`src/design/acsc_consts.svh`:
```
// offsets, field positions, reset values and conversion counts
// assumes inclusion by bare name from the package and the testbench
`ifndef ACSC_CONSTS_SVH
`define ACSC_CONSTS_SVH

// ****************************************************************
// register byte offsets
// ****************************************************************
`define ACSC_OFF_CTRL        8'h00
`define ACSC_OFF_STATUS      8'h04
`define ACSC_OFF_TIMING      8'h08
`define ACSC_OFF_IRQ_STAT    8'h0c
`define ACSC_OFF_IRQ_MASK    8'h10
`define ACSC_OFF_RIGHT_U     8'h40
`define ACSC_OFF_LEFT_S      8'h60
`define ACSC_OFF_LEFT_U      8'h80
`define ACSC_SLOT_SPAN       8'h20

// ****************************************************************
// field positions
// ****************************************************************
`define ACSC_CTRL_REPEAT_BIT 6
`define ACSC_CTRL_SWEEP_BIT  5
`define ACSC_CTRL_EIGHT_BIT  4
`define ACSC_STAT_DONE_BIT   15
`define ACSC_STAT_PTR_LSB    8
`define ACSC_STAT_PTR_MSB    10
`define ACSC_STAT_SLOT_MSB   7

// ****************************************************************
// reset values
// ****************************************************************
`define ACSC_CTRL_RESET      7'h00
`define ACSC_TIMING_RESET    8'h01
`define ACSC_IRQ_MASK_RESET  2'h0

// ****************************************************************
// conversion timing in converter clocks
// ****************************************************************
`define ACSC_INIT_CLKS       5'h02
`define ACSC_XFER_CLKS       5'h02
`define ACSC_RES8_CLKS       5'h0a
`define ACSC_RES10_CLKS      5'h0c
`define ACSC_FINAL_BASE      5'h02

// ****************************************************************
// bus responses
// ****************************************************************
`define ACSC_RESP_OKAY       2'h0
`define ACSC_RESP_SLVERR     2'h2

`endif

```
`src/design/acsc_pkg.sv`:
```
// types shared by the sequencer and the conversion engine
// assumes acsc_consts.svh is on the include path
package acsc_pkg;
`include "acsc_consts.svh"

   // ****************************************************************
   // register layouts
   // ****************************************************************
   typedef struct packed {
      logic       repeat_seq;
      logic       channel_sweep_select;
      logic       eight_conversion_select;
      logic [3:0] channel_select_field;
   } acsc_ctrl_t;

   typedef struct packed {
      logic       res10;
      logic [1:0] final_sample_sel;
      logic [4:0] prescale;
   } acsc_timing_t;

   typedef struct packed {
      logic       res10;
      logic [9:0] value;
   } acsc_result_t;

   typedef enum logic [4:0] {
      ACSC_PH_IDLE  = 5'h01,
      ACSC_PH_INIT  = 5'h02,
      ACSC_PH_XFER  = 5'h04,
      ACSC_PH_FINAL = 5'h08,
      ACSC_PH_RES   = 5'h10
   } acsc_phase_t;

endpackage

```
`src/design/acsc_conv_engine.sv`:
```
// one conversion: prescaler, sampling/transfer/resolution phases
// assumes the converter core result arrives asynchronously on pins
`timescale 1ns/1ps
`default_nettype none
module acsc_conv_engine
   import acsc_pkg::*;
(
   input  wire logic         aclk,
   input  wire logic         aresetn,
   input  wire logic         start,
   input  wire acsc_timing_t timing,
   input  wire logic [3:0]   channel_in,
   input  wire logic [9:0]   core_result,
   output logic              sample_active,
   output logic [3:0]        channel_out,
   output logic              done,
   output acsc_result_t      result_out
);

   acsc_phase_t  phase_reg;
   logic [4:0]   pre_cnt_reg;
   logic         pre_half_reg;
   logic [4:0]   ph_cnt_reg;
   logic [9:0]   sync1_reg;
   logic [9:0]   sync2_reg;
   logic [4:0]   prs_eff;
   logic         adc_tick;
   logic         ph_end;

   // ****************************************************************
   // phase lengths
   // ****************************************************************
   function automatic logic [4:0] phase_len(acsc_phase_t ph,
                                            acsc_timing_t t);
      logic [4:0] len;
      len = `ACSC_INIT_CLKS;
      unique case (ph)
         ACSC_PH_IDLE:  len = `ACSC_INIT_CLKS;
         ACSC_PH_INIT:  len = `ACSC_INIT_CLKS;
         ACSC_PH_XFER:  len = `ACSC_XFER_CLKS;
         ACSC_PH_FINAL: len = `ACSC_FINAL_BASE << t.final_sample_sel;
         ACSC_PH_RES:   len = t.res10 ? `ACSC_RES10_CLKS
                                      : `ACSC_RES8_CLKS;
      endcase
      return len;
   endfunction

   // reserved prescale zero behaves as one
   assign prs_eff  = (timing.prescale == 5'h00) ? 5'h01 : timing.prescale;
   assign adc_tick = (phase_reg != ACSC_PH_IDLE) && pre_half_reg
                     && (pre_cnt_reg >= prs_eff);
   assign ph_end   = adc_tick
                     && (ph_cnt_reg == phase_len(phase_reg, timing) - 5'h01);

   // ****************************************************************
   // result synchroniser
   // ****************************************************************
   always_ff @(posedge aclk) begin
      if (!aresetn) begin
         sync1_reg <= 10'h000;
         sync2_reg <= 10'h000;
      end else begin
         sync1_reg <= core_result;
         sync2_reg <= sync1_reg;
      end
   end

   // ****************************************************************
   // two-stage prescaler
   // ****************************************************************
   always_ff @(posedge aclk) begin
      if (!aresetn || start || phase_reg == ACSC_PH_IDLE) begin
         pre_cnt_reg  <= 5'h00;
         pre_half_reg <= 1'b0;
      end else if (pre_cnt_reg >= prs_eff) begin
         pre_cnt_reg  <= 5'h00;
         pre_half_reg <= ~pre_half_reg;
      end else begin
         pre_cnt_reg  <= pre_cnt_reg + 5'h01;
      end
   end

   // ****************************************************************
   // phase sequence of one conversion
   // ****************************************************************
   always_ff @(posedge aclk) begin
      if (!aresetn) begin
         phase_reg   <= ACSC_PH_IDLE;
         ph_cnt_reg  <= 5'h00;
         channel_out <= 4'h0;
      end else if (start) begin
         phase_reg   <= ACSC_PH_INIT;
         ph_cnt_reg  <= 5'h00;
         channel_out <= channel_in;
      end else if (ph_end) begin
         ph_cnt_reg <= 5'h00;
         unique case (phase_reg)
            ACSC_PH_IDLE:  phase_reg <= ACSC_PH_IDLE;
            ACSC_PH_INIT:  phase_reg <= ACSC_PH_XFER;
            ACSC_PH_XFER:  phase_reg <= ACSC_PH_FINAL;
            ACSC_PH_FINAL: phase_reg <= ACSC_PH_RES;
            ACSC_PH_RES:   phase_reg <= ACSC_PH_IDLE;
         endcase
      end else if (adc_tick) begin
         ph_cnt_reg <= ph_cnt_reg + 5'h01;
      end
   end

   // ****************************************************************
   // outputs
   // ****************************************************************
   always_ff @(posedge aclk) begin
      if (!aresetn) begin
         done          <= 1'b0;
         result_out    <= '0;
         sample_active <= 1'b0;
      end else begin
         done          <= !start && ph_end && phase_reg == ACSC_PH_RES;
         sample_active <= !start
                          && (phase_reg == ACSC_PH_INIT
                              || phase_reg == ACSC_PH_FINAL);
         if (!start && ph_end && phase_reg == ACSC_PH_RES) begin
            result_out.res10 <= timing.res10;
            result_out.value <= timing.res10 ? sync2_reg
                                             : {2'b00, sync2_reg[9:2]};
         end
      end
   end

endmodule
`default_nettype wire

```
`src/design/acsc_top.sv`:
```
// sequence control, status, result slots and AXI4-Lite register slave
// assumes an AXI4-Lite master on aclk and an analog core outside
//
// Added by the designer: the address map and the AXI4-Lite interface to the registers.
`timescale 1ns/1ps
`default_nettype none
module acsc_top
   import acsc_pkg::*;
(
   input  wire logic        aclk,
   input  wire logic        aresetn,
   input  wire logic [7:0]  s_axi_awaddr,
   input  wire logic        s_axi_awvalid,
   output logic             s_axi_awready,
   input  wire logic [31:0] s_axi_wdata,
   input  wire logic [3:0]  s_axi_wstrb,
   input  wire logic        s_axi_wvalid,
   output logic             s_axi_wready,
   output logic [1:0]       s_axi_bresp,
   output logic             s_axi_bvalid,
   input  wire logic        s_axi_bready,
   input  wire logic [7:0]  s_axi_araddr,
   input  wire logic        s_axi_arvalid,
   output logic             s_axi_arready,
   output logic [31:0]      s_axi_rdata,
   output logic [1:0]       s_axi_rresp,
   output logic             s_axi_rvalid,
   input  wire logic        s_axi_rready,
   input  wire logic [9:0]  core_result,
   output logic [3:0]       analog_channel,
   output logic             analog_sample,
   output logic             irq
);

   acsc_ctrl_t   ctrl_reg;
   acsc_timing_t timing_reg;
   acsc_result_t slot_reg [8];
   logic         seq_done_reg;
   logic [7:0]   slot_done_reg;
   logic [2:0]   ptr_reg;
   logic         running_reg;
   logic         first_reg;
   logic [1:0]   irq_stat_reg;
   logic [1:0]   irq_mask_reg;
   logic [7:0]   aw_addr_reg;
   logic [31:0]  w_data_reg;
   logic [3:0]   w_strb_reg;
   logic         do_wr;
   logic         rd_take;
   logic         seq_start;
   logic         eng_done;
   acsc_result_t eng_result;
   logic         conv_done;
   logic         is_last;
   logic         conv_start;
   logic [2:0]   ptr_next;
   logic [3:0]   chan_next;
   logic [15:0]  wr_half;
   acsc_ctrl_t   wr_ctrl;
   logic [7:0]   slot_clr;
   logic [7:0]   slot_set;
   logic [1:0]   irq_ev;

   // ****************************************************************
   // helpers
   // ****************************************************************
   function automatic logic [15:0] merge16(logic [15:0] old,
                                           logic [31:0] data,
                                           logic [3:0] strb);
      logic [15:0] m;
      m = old;
      if (strb[0]) m[7:0] = data[7:0];
      if (strb[1]) m[15:8] = data[15:8];
      return m;
   endfunction

   // source code for a slot under the given settings
   function automatic logic [3:0] source_of(acsc_ctrl_t c, logic [2:0] p);
      logic [3:0] s;
      if (!c.channel_sweep_select)
         s = c.channel_select_field;
      else if (!c.eight_conversion_select)
         s = {c.channel_select_field[3:2], p[1:0]};
      else
         s = {c.channel_select_field[3], p};
      return s;
   endfunction

   // slot number that ends a sequence
   function automatic logic [2:0] last_slot(acsc_ctrl_t c);
      return c.eight_conversion_select ? 3'h7 : 3'h3;
   endfunction

   // formats: 0 right unsigned, 1 left signed, 2 left unsigned
   function automatic logic [15:0] fmt(acsc_result_t r, logic [1:0] k);
      logic [15:0] l;
      l = r.res10 ? {r.value, 6'h00} : {r.value[7:0], 8'h00};
      if (k == 2'h0)
         l = {6'h00, r.value};
      else if (k == 2'h1)
         l[15] = ~l[15];
      return l;
   endfunction

   function automatic logic is_slot_addr(logic [7:0] a);
      return a >= `ACSC_OFF_RIGHT_U
             && a < `ACSC_OFF_LEFT_U + `ACSC_SLOT_SPAN;
   endfunction

   function automatic logic [31:0] rd_word(logic [7:0] a);
      logic [31:0] d;
      logic [7:0]  rel;
      d   = 32'h0000_0000;
      rel = a - `ACSC_OFF_RIGHT_U;
      if (a == `ACSC_OFF_CTRL)
         d = {25'h0, ctrl_reg};
      else if (a == `ACSC_OFF_STATUS)
         d = {16'h0000, seq_done_reg, 4'h0, ptr_reg, slot_done_reg};
      else if (a == `ACSC_OFF_TIMING)
         d = {24'h0, timing_reg};
      else if (a == `ACSC_OFF_IRQ_STAT)
         d = {30'h0, irq_stat_reg};
      else if (a == `ACSC_OFF_IRQ_MASK)
         d = {30'h0, irq_mask_reg};
      else if (is_slot_addr(a))
         d = {16'h0000, fmt(slot_reg[rel[4:2]], rel[6:5])};
      return d;
   endfunction

   function automatic logic is_mapped(logic [7:0] a);
      return a == `ACSC_OFF_CTRL || a == `ACSC_OFF_STATUS
             || a == `ACSC_OFF_TIMING || a == `ACSC_OFF_IRQ_STAT
             || a == `ACSC_OFF_IRQ_MASK
             || (is_slot_addr(a) && a[1:0] == 2'b00);
   endfunction

   // ****************************************************************
   // AXI4-Lite write channel
   // ****************************************************************
   assign do_wr   = !s_axi_awready && !s_axi_wready && !s_axi_bvalid;
   assign wr_half = merge16({9'h000, ctrl_reg}, w_data_reg, w_strb_reg);
   assign wr_ctrl = acsc_ctrl_t'(wr_half[6:0]);

   always_ff @(posedge aclk) begin
      if (!aresetn) begin
         s_axi_awready <= 1'b1;
         s_axi_wready  <= 1'b1;
         s_axi_bvalid  <= 1'b0;
         s_axi_bresp   <= `ACSC_RESP_OKAY;
         aw_addr_reg   <= 8'h00;
         w_data_reg    <= 32'h0000_0000;
         w_strb_reg    <= 4'h0;
      end else begin
         if (s_axi_awvalid && s_axi_awready) begin
            s_axi_awready <= 1'b0;
            aw_addr_reg   <= s_axi_awaddr;
         end
         if (s_axi_wvalid && s_axi_wready) begin
            s_axi_wready <= 1'b0;
            w_data_reg   <= s_axi_wdata;
            w_strb_reg   <= s_axi_wstrb;
         end
         if (do_wr) begin
            s_axi_bvalid <= 1'b1;
            s_axi_bresp  <= is_mapped(aw_addr_reg) ? `ACSC_RESP_OKAY
                                                   : `ACSC_RESP_SLVERR;
         end
         if (s_axi_bvalid && s_axi_bready) begin
            s_axi_bvalid  <= 1'b0;
            s_axi_awready <= 1'b1;
            s_axi_wready  <= 1'b1;
         end
      end
   end

   // ****************************************************************
   // AXI4-Lite read channel
   // ****************************************************************
   assign rd_take = s_axi_arvalid && s_axi_arready;

   always_ff @(posedge aclk) begin
      if (!aresetn) begin
         s_axi_arready <= 1'b1;
         s_axi_rvalid  <= 1'b0;
         s_axi_rdata   <= 32'h0000_0000;
         s_axi_rresp   <= `ACSC_RESP_OKAY;
      end else if (rd_take) begin
         s_axi_arready <= 1'b0;
         s_axi_rvalid  <= 1'b1;
         // unmapped and unaligned reads return zero
         s_axi_rdata   <= is_mapped(s_axi_araddr) ? rd_word(s_axi_araddr)
                                                  : 32'h0000_0000;
         s_axi_rresp   <= is_mapped(s_axi_araddr) ? `ACSC_RESP_OKAY
                                                  : `ACSC_RESP_SLVERR;
      end else if (s_axi_rvalid && s_axi_rready) begin
         s_axi_rvalid  <= 1'b0;
         s_axi_arready <= 1'b1;
      end
   end

   // ****************************************************************
   // software-written registers
   // ****************************************************************
   assign seq_start = do_wr && aw_addr_reg == `ACSC_OFF_CTRL;

   always_ff @(posedge aclk) begin
      if (!aresetn) begin
         ctrl_reg     <= acsc_ctrl_t'(`ACSC_CTRL_RESET);
         timing_reg   <= acsc_timing_t'(`ACSC_TIMING_RESET);
         irq_mask_reg <= `ACSC_IRQ_MASK_RESET;
      end else if (do_wr) begin
         if (aw_addr_reg == `ACSC_OFF_CTRL)
            ctrl_reg <= wr_ctrl;
         if (aw_addr_reg == `ACSC_OFF_TIMING && w_strb_reg[0])
            timing_reg <= acsc_timing_t'(w_data_reg[7:0]);
         if (aw_addr_reg == `ACSC_OFF_IRQ_MASK && w_strb_reg[0])
            irq_mask_reg <= w_data_reg[1:0];
      end
   end

   // ****************************************************************
   // conversion engine
   // ****************************************************************
   // a control write in the same cycle drops that result
   assign conv_done  = eng_done && running_reg && !seq_start;
   assign is_last    = ptr_reg == last_slot(ctrl_reg);
   assign ptr_next   = is_last ? 3'h0 : ptr_reg + 3'h1;
   assign conv_start = seq_start
                       || (conv_done && (!is_last || ctrl_reg.repeat_seq));
   assign chan_next  = seq_start ? source_of(wr_ctrl, 3'h0)
                                 : source_of(ctrl_reg, ptr_next);

   acsc_conv_engine u_engine (
      .aclk          (aclk),
      .aresetn       (aresetn),
      .start         (conv_start),
      .timing        (timing_reg),
      .channel_in    (chan_next),
      .core_result   (core_result),
      .sample_active (analog_sample),
      .channel_out   (analog_channel),
      .done          (eng_done),
      .result_out    (eng_result)
   );

   // ****************************************************************
   // sequencer: pointer, run state, first-sequence tracking
   // ****************************************************************
   always_ff @(posedge aclk) begin
      if (!aresetn) begin
         ptr_reg     <= 3'h0;
         running_reg <= 1'b0;
         first_reg   <= 1'b0;
      end else if (seq_start) begin
         ptr_reg     <= 3'h0;
         running_reg <= 1'b1;
         first_reg   <= 1'b1;
      end else if (conv_done) begin
         ptr_reg <= ptr_next;
         if (is_last) begin
            first_reg   <= 1'b0;
            running_reg <= ctrl_reg.repeat_seq;
         end
      end
   end

   // ****************************************************************
   // result slots and done flags
   // ****************************************************************
   always_comb begin
      slot_clr = 8'h00;
      slot_set = 8'h00;
      if (rd_take && is_slot_addr(s_axi_araddr)
          && s_axi_araddr[1:0] == 2'b00)
         slot_clr[s_axi_araddr[4:2]] = 1'b1;
      if (conv_done)
         slot_set[ptr_reg] = 1'b1;
   end

   always_ff @(posedge aclk) begin
      if (!aresetn) begin
         seq_done_reg  <= 1'b0;
         slot_done_reg <= 8'h00;
      end else if (seq_start) begin
         seq_done_reg  <= 1'b0;
         slot_done_reg <= 8'h00;
      end else begin
         slot_done_reg <= (slot_done_reg & ~slot_clr) | slot_set;
         if (conv_done && is_last && first_reg)
            seq_done_reg <= 1'b1;
      end
   end

   always_ff @(posedge aclk) begin
      if (!aresetn) begin
         for (int i = 0; i < 8; i++) begin
            slot_reg[i] <= '0;
         end
      end else if (conv_done) begin
         slot_reg[ptr_reg] <= eng_result;
      end
   end

   // ****************************************************************
   // interrupts: bit 0 sequence done, bit 1 slot done
   // ****************************************************************
   assign irq_ev = {conv_done, conv_done && is_last && first_reg};

   always_ff @(posedge aclk) begin
      if (!aresetn) begin
         irq_stat_reg <= 2'h0;
         irq <= 1'b0;
      end else begin
         if (do_wr && aw_addr_reg == `ACSC_OFF_IRQ_STAT && w_strb_reg[0])
            irq_stat_reg <= (irq_stat_reg & ~w_data_reg[1:0]) | irq_ev;
         else
            irq_stat_reg <= irq_stat_reg | irq_ev;
         irq <= |(irq_stat_reg & irq_mask_reg);
      end
   end

endmodule
`default_nettype wire

```
`config.mk`:
```
export PLATFORM = sky130hd
export DESIGN_NAME = acsc_top
export DESIGN_NICKNAME = d
export VERILOG_FILES = /design/src/design/acsc_pkg.sv /design/src/design/acsc_conv_engine.sv /design/src/design/acsc_top.sv
export VERILOG_INCLUDE_DIRS = /design/src /design/src/design
export SDC_FILE = /design/constraint.sdc
export NUM_CORES = 1
export LEC_CHECK = 0
export BUFFER_PORTS_ARGS = -buffer_cell sky130_fd_sc_hd__clkbuf_2
export CAP_MARGIN = 5
export CORE_ASPECT_RATIO = 1.5
export CORE_MARGIN = 5
export CORE_UTILIZATION = 50
export CTS_BUF_LIST = sky130_fd_sc_hd__clkbuf_2
export DETAILED_ROUTE_END_ITERATION = 10
export PLACE_DENSITY = 0.7
export SLEW_MARGIN = 20
export SYNTH_ARGS = -nofsm -noshare
export SYNTH_HDL_FRONTEND = slang
export SYNTH_SLANG_ARGS = --single-unit
```
`constraint.sdc`:
```
create_clock -name aclk -period 7.35 [get_ports aclk]
set_input_delay 0.735 -clock aclk [delete_from_list [all_inputs] [get_ports aclk]]
set_output_delay 0.735 -clock aclk [all_outputs]
set_load 0.03 [all_outputs]
```
==> results of run 1 <==
## synth_stat cells (all sizes together) (4+ instances only)
| cell | number |
|---|---|
| a22o | 8 |
| a21oi | 65 |
| nor3 | 24 |
| nand3 | 47 |
| or2 | 4 |
| inv | 19 |
| clkbuf | 37 |
| a31oi | 9 |
| o22ai | 13 |
| xnor2 | 5 |
| dfxtp | 127 |
| ha | 9 |
| nand2 | 96 |
| mux2i | 45 |
| mux2 | 14 |
| nor2b | 4 |
| xor2 | 10 |
| and3 | 5 |
| o21ai | 37 |
| nor2 | 60 |
| and2 | 116 |
| buf | 29 |
| o211ai | 4 |
| nand2b | 7 |
| nor3b | 6 |
| nor4 | 4 |
| mux4 | 13 |
| edfxtp | 88 |
## path summary, 6_finish.rpt
kind         cells past startpoint                    end                  start  slack (ns)
max reg2reg                      4         slot_reg[4][7]           s_axi_wready        4.32
min                              3          w_data_reg[7]         s_axi_wdata[7]        0.19
max                              4         slot_reg[4][7]           s_axi_wready        4.32
min reg2reg                      1  u_engine.sync2_reg[9]  u_engine.sync1_reg[9]        0.44
## power by group
| group | internal, W | switching, W |
|---|---|---|
| combinational | 0.0000557 | 0.000117 |
| sequential | 0.00127 | 0.0000173 |
| clock | 0.000304 | 0.000447 |
| total | 0.00163 | 0.000582 |
## worst reg2reg max path, cell delays in order, from the launching register on
cell     delay (ns)
dfxtp_1        0.45
nor3_1         0.61
nand4_1        0.69
nand3_1        0.38
nand2_1        0.45
## metrics by stage
stage | util (%) | area [sq um] | std cells | worst slack [ns] | total power [W]
3_5_place_dp | 52.7 | 10300 | 1249 | 4.03 | 0.00148
2_1_floorplan | - | 9970 | 979 | 4.92 | 0.00144
3_3_place_gp | 52.7 | 10300 | 1249 | 4.06 | 0.00148
4_1_cts | 55.0 | 10800 | 1336 | 4.37 | 0.00224
5_1_grt | 55.0 | 10800 | 1337 | 4.00 | 0.00231
6_report | 55.0 | 10800 | 1337 | 4.32 | 0.00221
## area by class of cell
cell class | count | area [sq um]
diodes | 1 | 2.50
clock buffers | 75 | 375
clock inverters | 12 | 75.1
fillers | 1734 | 8830
inverters | 20 | 75.1
multi-input cells | 677 | 4350
flip-flops and latches | 215 | 5180
well taps | 260 | 325
repair buffers | 77 | 403
## kinds of logic after synthesis
| group | count (synthesis) |
|---|---|
| AOI/OAI and AO/OA | 171 |
| adders and majority gates | 9 |
| DFF | 215 |
| muxes | 72 |
| xor gates and xnor gates | 15 |
| and+or+nand+nor | 392 |
| other | 1 |
| buffers and inverters | 87 |
## layer usage
layer | up-vias | GRT usage [%] | wire length (um)
met2 | 247 | 37.5 | 12400
met1 | 3517 | 23.1 | 8920
met4 | 0 | 9.85 | 954
met5 | - | 0 | 0
li1 | 3581 | - | -
met3 | 69 | 3.72 | 1350
==> results by group, run 1 <==
Power and ir drop
  • Power Density: a little over 200 nW/um^2
  • Peak supply drop: 0.000112 V
  • Leak Pwr: 4.24 nW

Worst setup path
  • Crit path max-delay family: simple AND/OR/NAND/NOR gates
  • CP max-delay cell: nand4_1
  • CP arrival: 3.36 ns
  • Max FO, Critical Path: 13
  • Critical path launch point type: flop
  • Crit end category: flop
  • Required time of the critical path: 7.68 ns
  • CP cell instances: nor3_1 -> nand4_1 -> nand3_1 -> nand2_1
  • WP buf/inv: 0
  • CP peak stage delay: about 0.69 ns
  • CP Class: flop to flop

Timing
  • Pins Over Slew Limit: 0
  • Period utilization: 41.2%
  • Final hold viol count: 0
  • RSZ-0062 raised after global routing: false
  • Slew margin rel.: 30.0%
  • Final min period: 3.03 ns
  • Final-report setup violation count: 0
  • Smallest hold slack: 0.186 ns
  • Setup TNS: 0 ns
  • Setup Skew: 0.0495 ns
  • Worst Tran Pin Value: 1.05 ns
  • Max Fclk: 330 MHz

Die
  • Vert. Die Dim: 182 um
  • Core Area: 19600 sq um
  • Num rows: 63
  • Top-Level Pins: roughly 120
  • Die area: 22800 sq um
  • Initial core utilization: 50.5%
  • Die width: 125 um

CTS
  • CTS root buffer: clkbuf_2
  • CTS Buf Count: 48
  • Buffer depth of the longest clock path: 3
  • H-tree Lvls: 2
  • CTS sink cnt: 215
  • Setup Fix Bufs, Post-CTS: 0
  • Clock slew at reported path FFs: 0.10 ns
  • Post-cts sizing count: 0
  • CTS tree: done
  • CTS Hold Bufs: 0
  • Clock Latency Late Sink: 0.77 ns

Drt
  • Via density: 5.55
  • Iteration count of the initial detailed-routing pass: 5
  • Via count: 7414
  • Drt initial violations: ~500
  • Drt total wl: around 24000 um
  • Routed wire per std cell: approximately 18 um
  • ANT nets after route: 0
  • DRC viols: 0

Synthesis
  • Sequential share of the synthesized area: 52.4%
  • Area leader, netlist: edfxtp_1
  • Area fraction in compound gates after synthesis: between 10% and 20%
  • Ys flop type: dfxtp_1
  • Post-synth EDFFs: between 80 and 90
  • Synth Area in Simple Gates: between 20% and 30%
  • Post-Synth XOR/XNOR Area: 1.33%
  • YS warnings: 0
  • Synth Area in Adders: 1.14%
  • Post-synthesis mux area share: a little under a tenth
  • Main area contributors after synthesis: edfxtp_1 (27%), dfxtp_1 (26%), and2_1 (7.1%), mux2i_1 (4.4%), nand2_1 (3.6%)
  • Cell count after synthesis: roughly 960
  • Mapped cell area: roughly 9900 sq um
  • Post-Syn Area per Cell: a little over 10 sq um
  • Synth unique cells: 78
  • Post-synth top area share: a little over a quarter
  • Largest family of logic cells by synthesized area: simple AND/OR/NAND/NOR gates
  • Post-synth ARST share: 0%
  • Synthesized flop and latch total: 215

Layout
  • Most common cell after layout, fill and taps aside: clkbuf_2
  • Fin nets: between 1000 and 1500
  • Most frequent cells in the layout: clkbuf_2 (145), dfxtp_1 (127), and2_1 (112), nand2_1 (94), edfxtp_1 (88)
  • Layout cell share with drive strength beyond 1: about a fifth
  • Largest register FFs: 88
  • Layout area overhead: 8.98%

GRT
  • Largest net degree at the start of global routing: slightly below 70
  • Vias in the first global route: 7335
  • Gr ovfl total: 0
  • Initial antenna violation count: 1
  • Total GRT Usage: 20.6%
  • First-pass GRT wire length: 37700 um

Placed design
  • Gpl congestion: 0.931
  • HPWL after DPL: 16000 um
  • I/O Buffers: 70

Hold path
  • Hold Path Class: input port to flop

Flow run
  • Max Cap Viol: 0

Outcome
  • Status: completed
Power figures use the tool's default switching activity.
==> run 2, diff against run 1 <==
--- a/config.mk
+++ b/config.mk
@@ -6,6 +6,7 @@
 export SDC_FILE = /design/constraint.sdc
 export NUM_CORES = 1
 export LEC_CHECK = 0
+export ABC_AREA = 1
 export BUFFER_PORTS_ARGS = -buffer_cell sky130_fd_sc_hd__clkbuf_2
 export CAP_MARGIN = 5
 export CORE_ASPECT_RATIO = 1.5
@@ -13,7 +14,7 @@
 export CORE_UTILIZATION = 50
 export CTS_BUF_LIST = sky130_fd_sc_hd__clkbuf_2
 export DETAILED_ROUTE_END_ITERATION = 10
-export PLACE_DENSITY = 0.7
+export PLACE_DENSITY = 0.73
 export SLEW_MARGIN = 20
 export SYNTH_ARGS = -nofsm -noshare
 export SYNTH_HDL_FRONTEND = slang
==> constraint.sdc (replaced) <==
create_clock -name aclk -period 2.7 [get_ports aclk]
set_input_delay 0.27 -clock aclk [delete_from_list [all_inputs] [get_ports aclk]]
set_output_delay 0.27 -clock aclk [all_outputs]
set_load 0.03 [all_outputs]
==> results by group, run 2 <==
Worst setup path
  • Critical path launch point type: flop
  • CP cell instances: nor2_4 -> nand4_1 -> nand2_2 -> nand2_1 -> inv_1 -> ha_1 -> nand2_1 -> nand2_1 -> nor2_1 -> nand2_2 -> nor2_4 -> nand4_4 -> nor2_4 -> nand3_1 -> a21oi_1
  • WP buf/inv: 1 (+1)
  • CP Class: flop to flop
  • CP endpoint: u_engine.result_out[7]
  • CP arrival: 3.02 ns (-0.34 ns)
  • Crit end category: flop
  • Worst r2r src: u_engine.phase_reg[1]
  • Worst r2r path cells: 15 (+11)
  • Max FO, Critical Path: 6 (-7)
  • CP max-delay cell: dfxtp_1
  • Setup crit start: u_engine.phase_reg[1]
  • Required time of the critical path: 3.35 ns (-4.33 ns)
  • Worst reg-to-reg setup slack: 0.33 ns (-3.99 ns)
  • Crit path max-delay family: simple AND/OR/NAND/NOR gates
  • Critical path depth: 15 (+11)
  • CP peak stage delay: 0.38 ns (-0.31 ns)
  • RR Endpoint: u_engine.result_out[7]

Layout
  • Fin cells: 1590 (+19%)
  • Fillers: 1783 (+2.8%)
  • Layout area overhead: 14.4%
  • Most frequent cells in the layout: nand2_1 (232), nor2_1 (154), clkbuf_2 (131), dfxtp_1 (127), inv_1 (117)
  • Layout cell share with drive strength beyond 1: 16.1% (-3.2 points)
  • Fin nets: 1376 (+23%)
  • Most common cell after layout, fill and taps aside: nand2_1
  • Largest register FFs: 88 (unchanged)
  • Area of the multi-input gates: 3750 sq um (-14%)
  • Storage element area: 5180 sq um (unchanged)

Die
  • Die width: 124 um (-0.88%)
  • Die area: 22400 sq um (-1.8%)
  • Initial core utilization: 50.7% (+0.25 points)
  • Top-Level Pins: 116 (unchanged)
  • Core Area: 19200 sq um (-2.4%)
  • Num rows: 62 (-1.6%)
  • Vert. Die Dim: 181 um (-0.90%)

Drt
  • Drt initial violations: 436 (-12%)
  • Met1 wire length: 9040 um (+1.3%)
  • Drt total wl: 24800 um (+5.0%)
  • Via density: 5.25 (-5.3%)
  • Iteration count of the initial detailed-routing pass: 5 (unchanged)
  • Routed wire per std cell: 15.6 um (-12%)
  • Met3 WL post-DR: 1340 um (-0.81%)
  • DRC viols: 0 (unchanged)
  • Uppermost layer routed: met4
  • Via count: 8346 (+13%)
  • Met2 Routed Length: 12900 um (+4.7%)
  • ANT nets after route: 0 (unchanged)

CTS
  • CTS sink cnt: 215 (unchanged)
  • Clock slew at reported path FFs: 0.12 ns (+0.02 ns)
  • H-tree Lvls: 2 (unchanged)
  • CTS root buffer: clkbuf_2
  • Buffer depth of the longest clock path: 3 (unchanged)
  • CTS Buf Count: 47 (-2.1%)
  • CTS tree: done
  • Clock Latency Late Sink: 0.79 ns (+0.02 ns)

Power and ir drop
  • Leak Pwr: 4.58 nW (+8.1%)
  • Peak supply drop: 0.000373 V (+230%)
  • Power Density: 551 nW/um^2 (+170%)

Synthesis
  • Synthesized flop and latch total: 215 (unchanged)
  • Mapped cell area: 9720 sq um (-1.9%)
  • Post-synth top area share: 27.2% (+0.52 points)
  • Synth cell count leaders: nand2_1 (232), nor2_1 (154), dfxtp_1 (127)
  • Cell count after synthesis: 1161 (+21%)
  • Sequential share of the synthesized area: 53.4% (+1.0 points)
  • Post-synth ARST share: 0% (unchanged)
  • Synth unique cells: 45 (-42%)
  • Post-Syn Area per Cell: 8.37 sq um (-19%)
  • Post-synth EDFFs: 88 (unchanged)
  • YS warnings: 0 (unchanged)
  • Most numerous cell in the Yosys netlist: nand2_1
  • Ys flop type: dfxtp_1
  • Main area contributors after synthesis: edfxtp_1 (27%), dfxtp_1 (26%), nand2_1 (9.0%), nor2_1 (5.9%), a21oi_1 (5.7%)
  • Area leader, netlist: edfxtp_1

Placed design
  • Pre-CTS setup slack: 0.233 ns (-3.80 ns)
  • Placed cells: 1465 (+17%)
  • HPWL after DPL: 17200 um (+8.0%)
  • Gpl congestion: 0.939 (+0.87%)
  • I/O Buffers: 70 (unchanged)

Timing
  • Period utilization: 87.7% (+47 points)
  • Final min period: 2.37 ns (-0.661 ns)
  • Worst Tran Pin Value: 0.611 ns (-0.434 ns)
  • Max Fclk: 422 MHz (+28%)
  • Final hold viol count: 0 (unchanged)
  • Fin worst setup slack: 0.331 ns (-3.99 ns)
  • Setup Skew: 0.0779 ns (+0.0284 ns)
  • Slew margin rel.: 59.1% (+29 points)
  • Pins Over Slew Limit: 0 (unchanged)
  • Setup TNS: 0 ns (unchanged)
  • Final-report setup violation count: 0 (unchanged)
  • RSZ-0062 raised after global routing: false

GRT
  • Total GRT Usage: 22.4% (+1.8 points)
  • Gr ovfl total: 0 (unchanged)
  • Initial antenna violation count: 1 (unchanged)
  • First-pass GRT wire length: 39800 um (+5.7%)
  • Largest net degree at the start of global routing: 50 (-26%)
  • Vias in the first global route: 8273 (+13%)

Hold path
  • Hold Path Class: input port to flop

Flow run
  • Max Cap Viol: 0 (unchanged)

Outcome
  • Status: completed
-- run 2: changes by cell type in the layout (fill, tap and decap cells not counted), sizes merged, moves of 16 or more --
| cell | previous run | this run |
|---|---|---|
| buf | 7 | 25 |
| o21ai | 37 | 66 |
| and2 | 116 | 0 |
| dlygate4sd3 | 0 | 37 |
| a22oi | 1 | 18 |
| nand4 | 3 | 19 |
| nor2 | 60 | 168 |
| a21oi | 65 | 115 |
| nand2 | 96 | 240 |
| nand3 | 47 | 66 |
| mux2i | 45 | 0 |
| inv | 20 | 130 |
-- run 2: per-stage QoR --
step                power (W)  hold slack (ns)  area (sq um)  utilization, %
global placement      0.00407            0.395         10300            53.5
detailed placement    0.00408            0.398         10300            53.5
global route          0.00638           0.0441         11100            58.0
CTS                   0.00616          0.00133         11100            57.8
finish                0.00612           0.0413         11100            58.0
floorplan             0.00393            0.368          9780               -
-- run 2: logic make-up (layout without fill, tap and decap cells) --
kind of cell	count (synthesis)	in the layout	synth area share [%]
compound gates	228	228	13.1
xor+xnor	4	4	0.361
fa+ha+maj	9	9	1.16
buf+inv	194	348	8.83
flops	215	215	53.4
other cells	1	19	0.0386
simple gates	510	511	23.1
-- run 2: power by group --
part | switching, W | internal, W | total [W]
logic | 0.000375 | 0.000177 | 0.000553
registers | 0.0000436 | 0.00346 | 0.00351
clock network | 0.00124 | 0.000818 | 0.00206
-- run 2: repair_timing --
action | 4_1_cts | 5_1_grt
hold buffers | 37 | 0
resized for setup | 0 | 2
buffers inserted | 0 | 2
hold endpoints to repair | 34 | 0
setup endpoints to repair | 0 | 12
-- run 2: per-layer routing --
layer	vias up	track usage [%]
met4	0	14.2
li1	4114	-
met5	-	0
met1	3828	24.3
met2	315	39.3
met3	89	3.75
-- run 2: layout make-up --
type | count | area share (%)
diodes | 1 | 0.0225
clock buffers | 61 | 2.75
clock inverters | 23 | 1.32
inverters | 132 | 4.46
multi-input cells | 770 | 33.7
flip-flops and latches | 215 | 46.7
well taps | 256 | 2.88
repair buffers | 132 | 8.18
-- run 2: worst min-delay path: cells and delay by family --
family,cells,cell delay [ns]
buffers and inverters,1,0.12
AND/OR/NAND/NOR,3,0.18
AO/OA/AOI/OAI,2,0.18
-- run 2: worst min-delay path by stage --
stage / from / to / cells after the start
after floorplan: core_result[0] / u_engine.sync1_reg[0] / 2
after global placement: u_engine.sync1_reg[6] / u_engine.sync2_reg[6] / 2
after detailed placement: u_engine.sync1_reg[4] / u_engine.sync2_reg[4] / 2
after CTS: s_axi_awvalid / aw_addr_reg[4] / 3
after global routing: s_axi_araddr[2] / slot_done_reg[2] / 3
final: s_axi_araddr[7] / s_axi_rdata[7] / 6
==> run 3, diff against run 2 <==
--- a/config.mk
+++ b/config.mk
@@ -14,7 +14,8 @@
 export CORE_UTILIZATION = 50
 export CTS_BUF_LIST = sky130_fd_sc_hd__clkbuf_2
 export DETAILED_ROUTE_END_ITERATION = 10
-export PLACE_DENSITY = 0.73
+export HOLD_SLACK_MARGIN = 0.08
+export PLACE_DENSITY = 0.71
 export SLEW_MARGIN = 20
 export SYNTH_ARGS = -nofsm -noshare
 export SYNTH_HDL_FRONTEND = slang
==> results by group, run 3 (synthesis results as in run 2) <==
GRT
  • Largest net degree at the start of global routing: 55 (+10%)
  • Initial antenna violation count: 1 (unchanged)
  • Gr ovfl total: 0 (unchanged)
  • Vias in the first global route: 8057 (-2.6%)
  • Total GRT Usage: 21.6% (-0.76 points)
  • First-pass GRT wire length: 38800 um (-2.5%)

Worst setup path
  • CP max-delay cell: dfxtp_1
  • CP peak stage delay: 0.38 ns (about the same)
  • Required time of the critical path: 3.34 ns (about the same)
  • Worst r2r path cells: 15 (unchanged)
  • Crit end category: flop
  • CP cell instances: inv_2 -> nor2_2 -> nand4_2 -> nand2_1 -> inv_1 -> ha_1 -> nand2_1 -> nand2_1 -> nor2_1 -> nand2_2 -> nor2_4 -> nand4_4 -> nor2_2 -> nand3_1 -> a21oi_1
  • CP arrival: 3.10 ns (+0.08 ns)
  • WP buf/inv: 2 (+1)
  • Worst r2r src: u_engine.phase_reg[3]
  • CP Class: flop to flop
  • Crit path max-delay family: simple AND/OR/NAND/NOR gates
  • Cell mode on critical path: nand2_1
  • Worst reg-to-reg setup slack: 0.24 ns (-0.09 ns)
  • Critical path launch point type: flop
  • RR Endpoint: u_engine.result_out[4]
  • Max FO, Critical Path: 6 (unchanged)

Drt
  • Iteration count of the initial detailed-routing pass: 5 (unchanged)
  • DRC viols: 0 (unchanged)
  • Drt initial violations: 616 (+41%)
  • Via density: 5.18 (-1.3%)
  • Drt total wl: 23900 um (-3.5%)
  • ANT nets after route: 0 (unchanged)
  • Met3 WL post-DR: 1190 um (-11%)
  • Met1 wire length: 8990 um (-0.49%)
  • Routed wire per std cell: 15.0 um (-3.9%)
  • Via count: 8266 (-0.96%)
  • Met2 Routed Length: 12600 um (-2.8%)
  • Uppermost layer routed: met4

Placed design
  • I/O Buffers: 70 (unchanged)
  • Pre-CTS setup slack: 0.206 ns (-0.0275 ns)
  • Gpl congestion: 0.932 (-0.77%)
  • HPWL after DPL: 17200 um (-0.43%)

Hold path
  • Hold Path Class: input port to flop
  • WHS Path Cells: 3 (-3)
  • Hold_sp: s_axi_wvalid
  • WHS Endpoint: w_data_reg[7]

Layout
  • Fillers: 1756 (-1.5%)
  • Util after Layout: 58.1% (+0.14 points)
  • Fin nets: 1382 (+0.44%)
  • Storage element area: 5180 sq um (unchanged)
  • Area of the multi-input gates: 3740 sq um (-0.13%)
  • Most common cell after layout, fill and taps aside: nand2_1
  • Layout cell share with drive strength beyond 1: 16.4% (+0.31 points)
  • Largest register FFs: 88 (unchanged)
  • Most frequent cells in the layout: nand2_1 (232), nor2_1 (154), clkbuf_2 (134), dfxtp_1 (127), inv_1 (117)
  • Layout area overhead: 14.6%

Timing
  • Final min period: 2.46 ns (+0.0896 ns)
  • Pins Over Slew Limit: 0 (unchanged)
  • Final-report setup violation count: 0 (unchanged)
  • Setup TNS: 0 ns (unchanged)
  • Setup Skew: 0.0841 ns (+0.00619 ns)
  • Slew margin rel.: 61.6% (+2.5 points)
  • Worst Tran Pin Value: 0.574 ns (-0.0372 ns)
  • Fin worst setup slack: 0.241 ns (-0.0896 ns)
  • Max Fclk: 407 MHz (-3.6%)
  • Period utilization: 91.1% (+3.3 points)
  • RSZ-0062 raised after global routing: false
  • Final hold viol count: 0 (unchanged)

CTS
  • H-tree Lvls: 2 (unchanged)
  • Clock slew at reported path FFs: 0.11 ns (about the same)
  • Clock Latency Late Sink: 0.77 ns (-0.02 ns)
  • CTS sink cnt: 215 (unchanged)
  • CTS root buffer: clkbuf_2
  • Buffer depth of the longest clock path: 3 (unchanged)
  • CTS Buf Count: 49 (+4.3%)
  • CTS tree: done

Die
  • Core Area: 19200 sq um (unchanged)
  • Die width: 124 um (unchanged)
  • Vert. Die Dim: 181 um (unchanged)
  • Die area: 22400 sq um (unchanged)
  • Initial core utilization: 50.7% (unchanged)
  • Num rows: 62 (unchanged)
  • Top-Level Pins: 116 (unchanged)

Power and ir drop
  • Peak supply drop: 0.000316 V (-15%)
  • Power Density: 544 nW/um^2 (-1.2%)
  • Leak Pwr: 4.60 nW (+0.39%)

Flow run
  • Max Cap Viol: 0 (unchanged)

Outcome
  • Status: completed
==> run 3: worst max path at each step <==
stage | from | end | depth (start not counted)
finish | u_engine.phase_reg[3] | u_engine.result_out[4] | 15
floorplan | u_engine.phase_reg[3] | u_engine.result_out[2] | 16
global placement | u_engine.phase_reg[1] | u_engine.result_out[7] | 14
detailed placement | u_engine.phase_reg[1] | u_engine.result_out[2] | 14
CTS | u_engine.phase_reg[1] | u_engine.result_out[2] | 14
global route | u_engine.phase_reg[1] | u_engine.result_out[4] | 15
==> run 3: where the power goes <==
part / internal (W) / total (W) / switching [W]
clock: 0.000760 / 0.00200 / 0.00124
sequential: 0.00346 / 0.00351 / 0.0000443
combinational: 0.000180 / 0.000552 / 0.000372
==> run 3: final cells by class <==
class	count	area share, %
Timing Repair Buffer	136	8.54
Inverter	132	4.45
Sequential cell	215	46.6
Clock buffer	64	2.88
Multi-Input combinational cell	770	33.6
Antenna cell	1	0.0225
Tap cell	256	2.88
Clock inverter	21	1.08
==> run 3: metrics by stage <==
stage          total power, W  instance area (sq um)  hold WS [ns]  std cells
2_1_floorplan         0.00393                   9780         0.368       1178
5_1_grt               0.00635                  11100         0.177       1595
4_1_cts               0.00612                  11100        0.0875       1591
6_report              0.00606                  11100         0.178       1595
3_5_place_dp          0.00408                  10300         0.397       1464
3_3_place_gp          0.00407                  10300         0.396       1464
==> run 3: worst min-delay path, cell delays in order <==
cell and delay, ns:
clkbuf_2 0.10, nand2_1 0.39, a21oi_1 0.13
==> run 3: per-layer routing <==
metal | GRT usage (%) | vias to the layer above
li1 | - | 4125
met1 | 23.5 | 3794
met2 | 39.2 | 286
met3 | 3.63 | 61
met4 | 11.1 | 0
met5 | 0 | -
==> run 3: timing repair <==
action / in CTS / in global routing
endpoints found under the setup margin: 0 / 11
hold buffers: 42 / 0
hold endpoints to repair: 49 / 0
buffers inserted: 0 / 2
gates resized for setup: 0 / 1
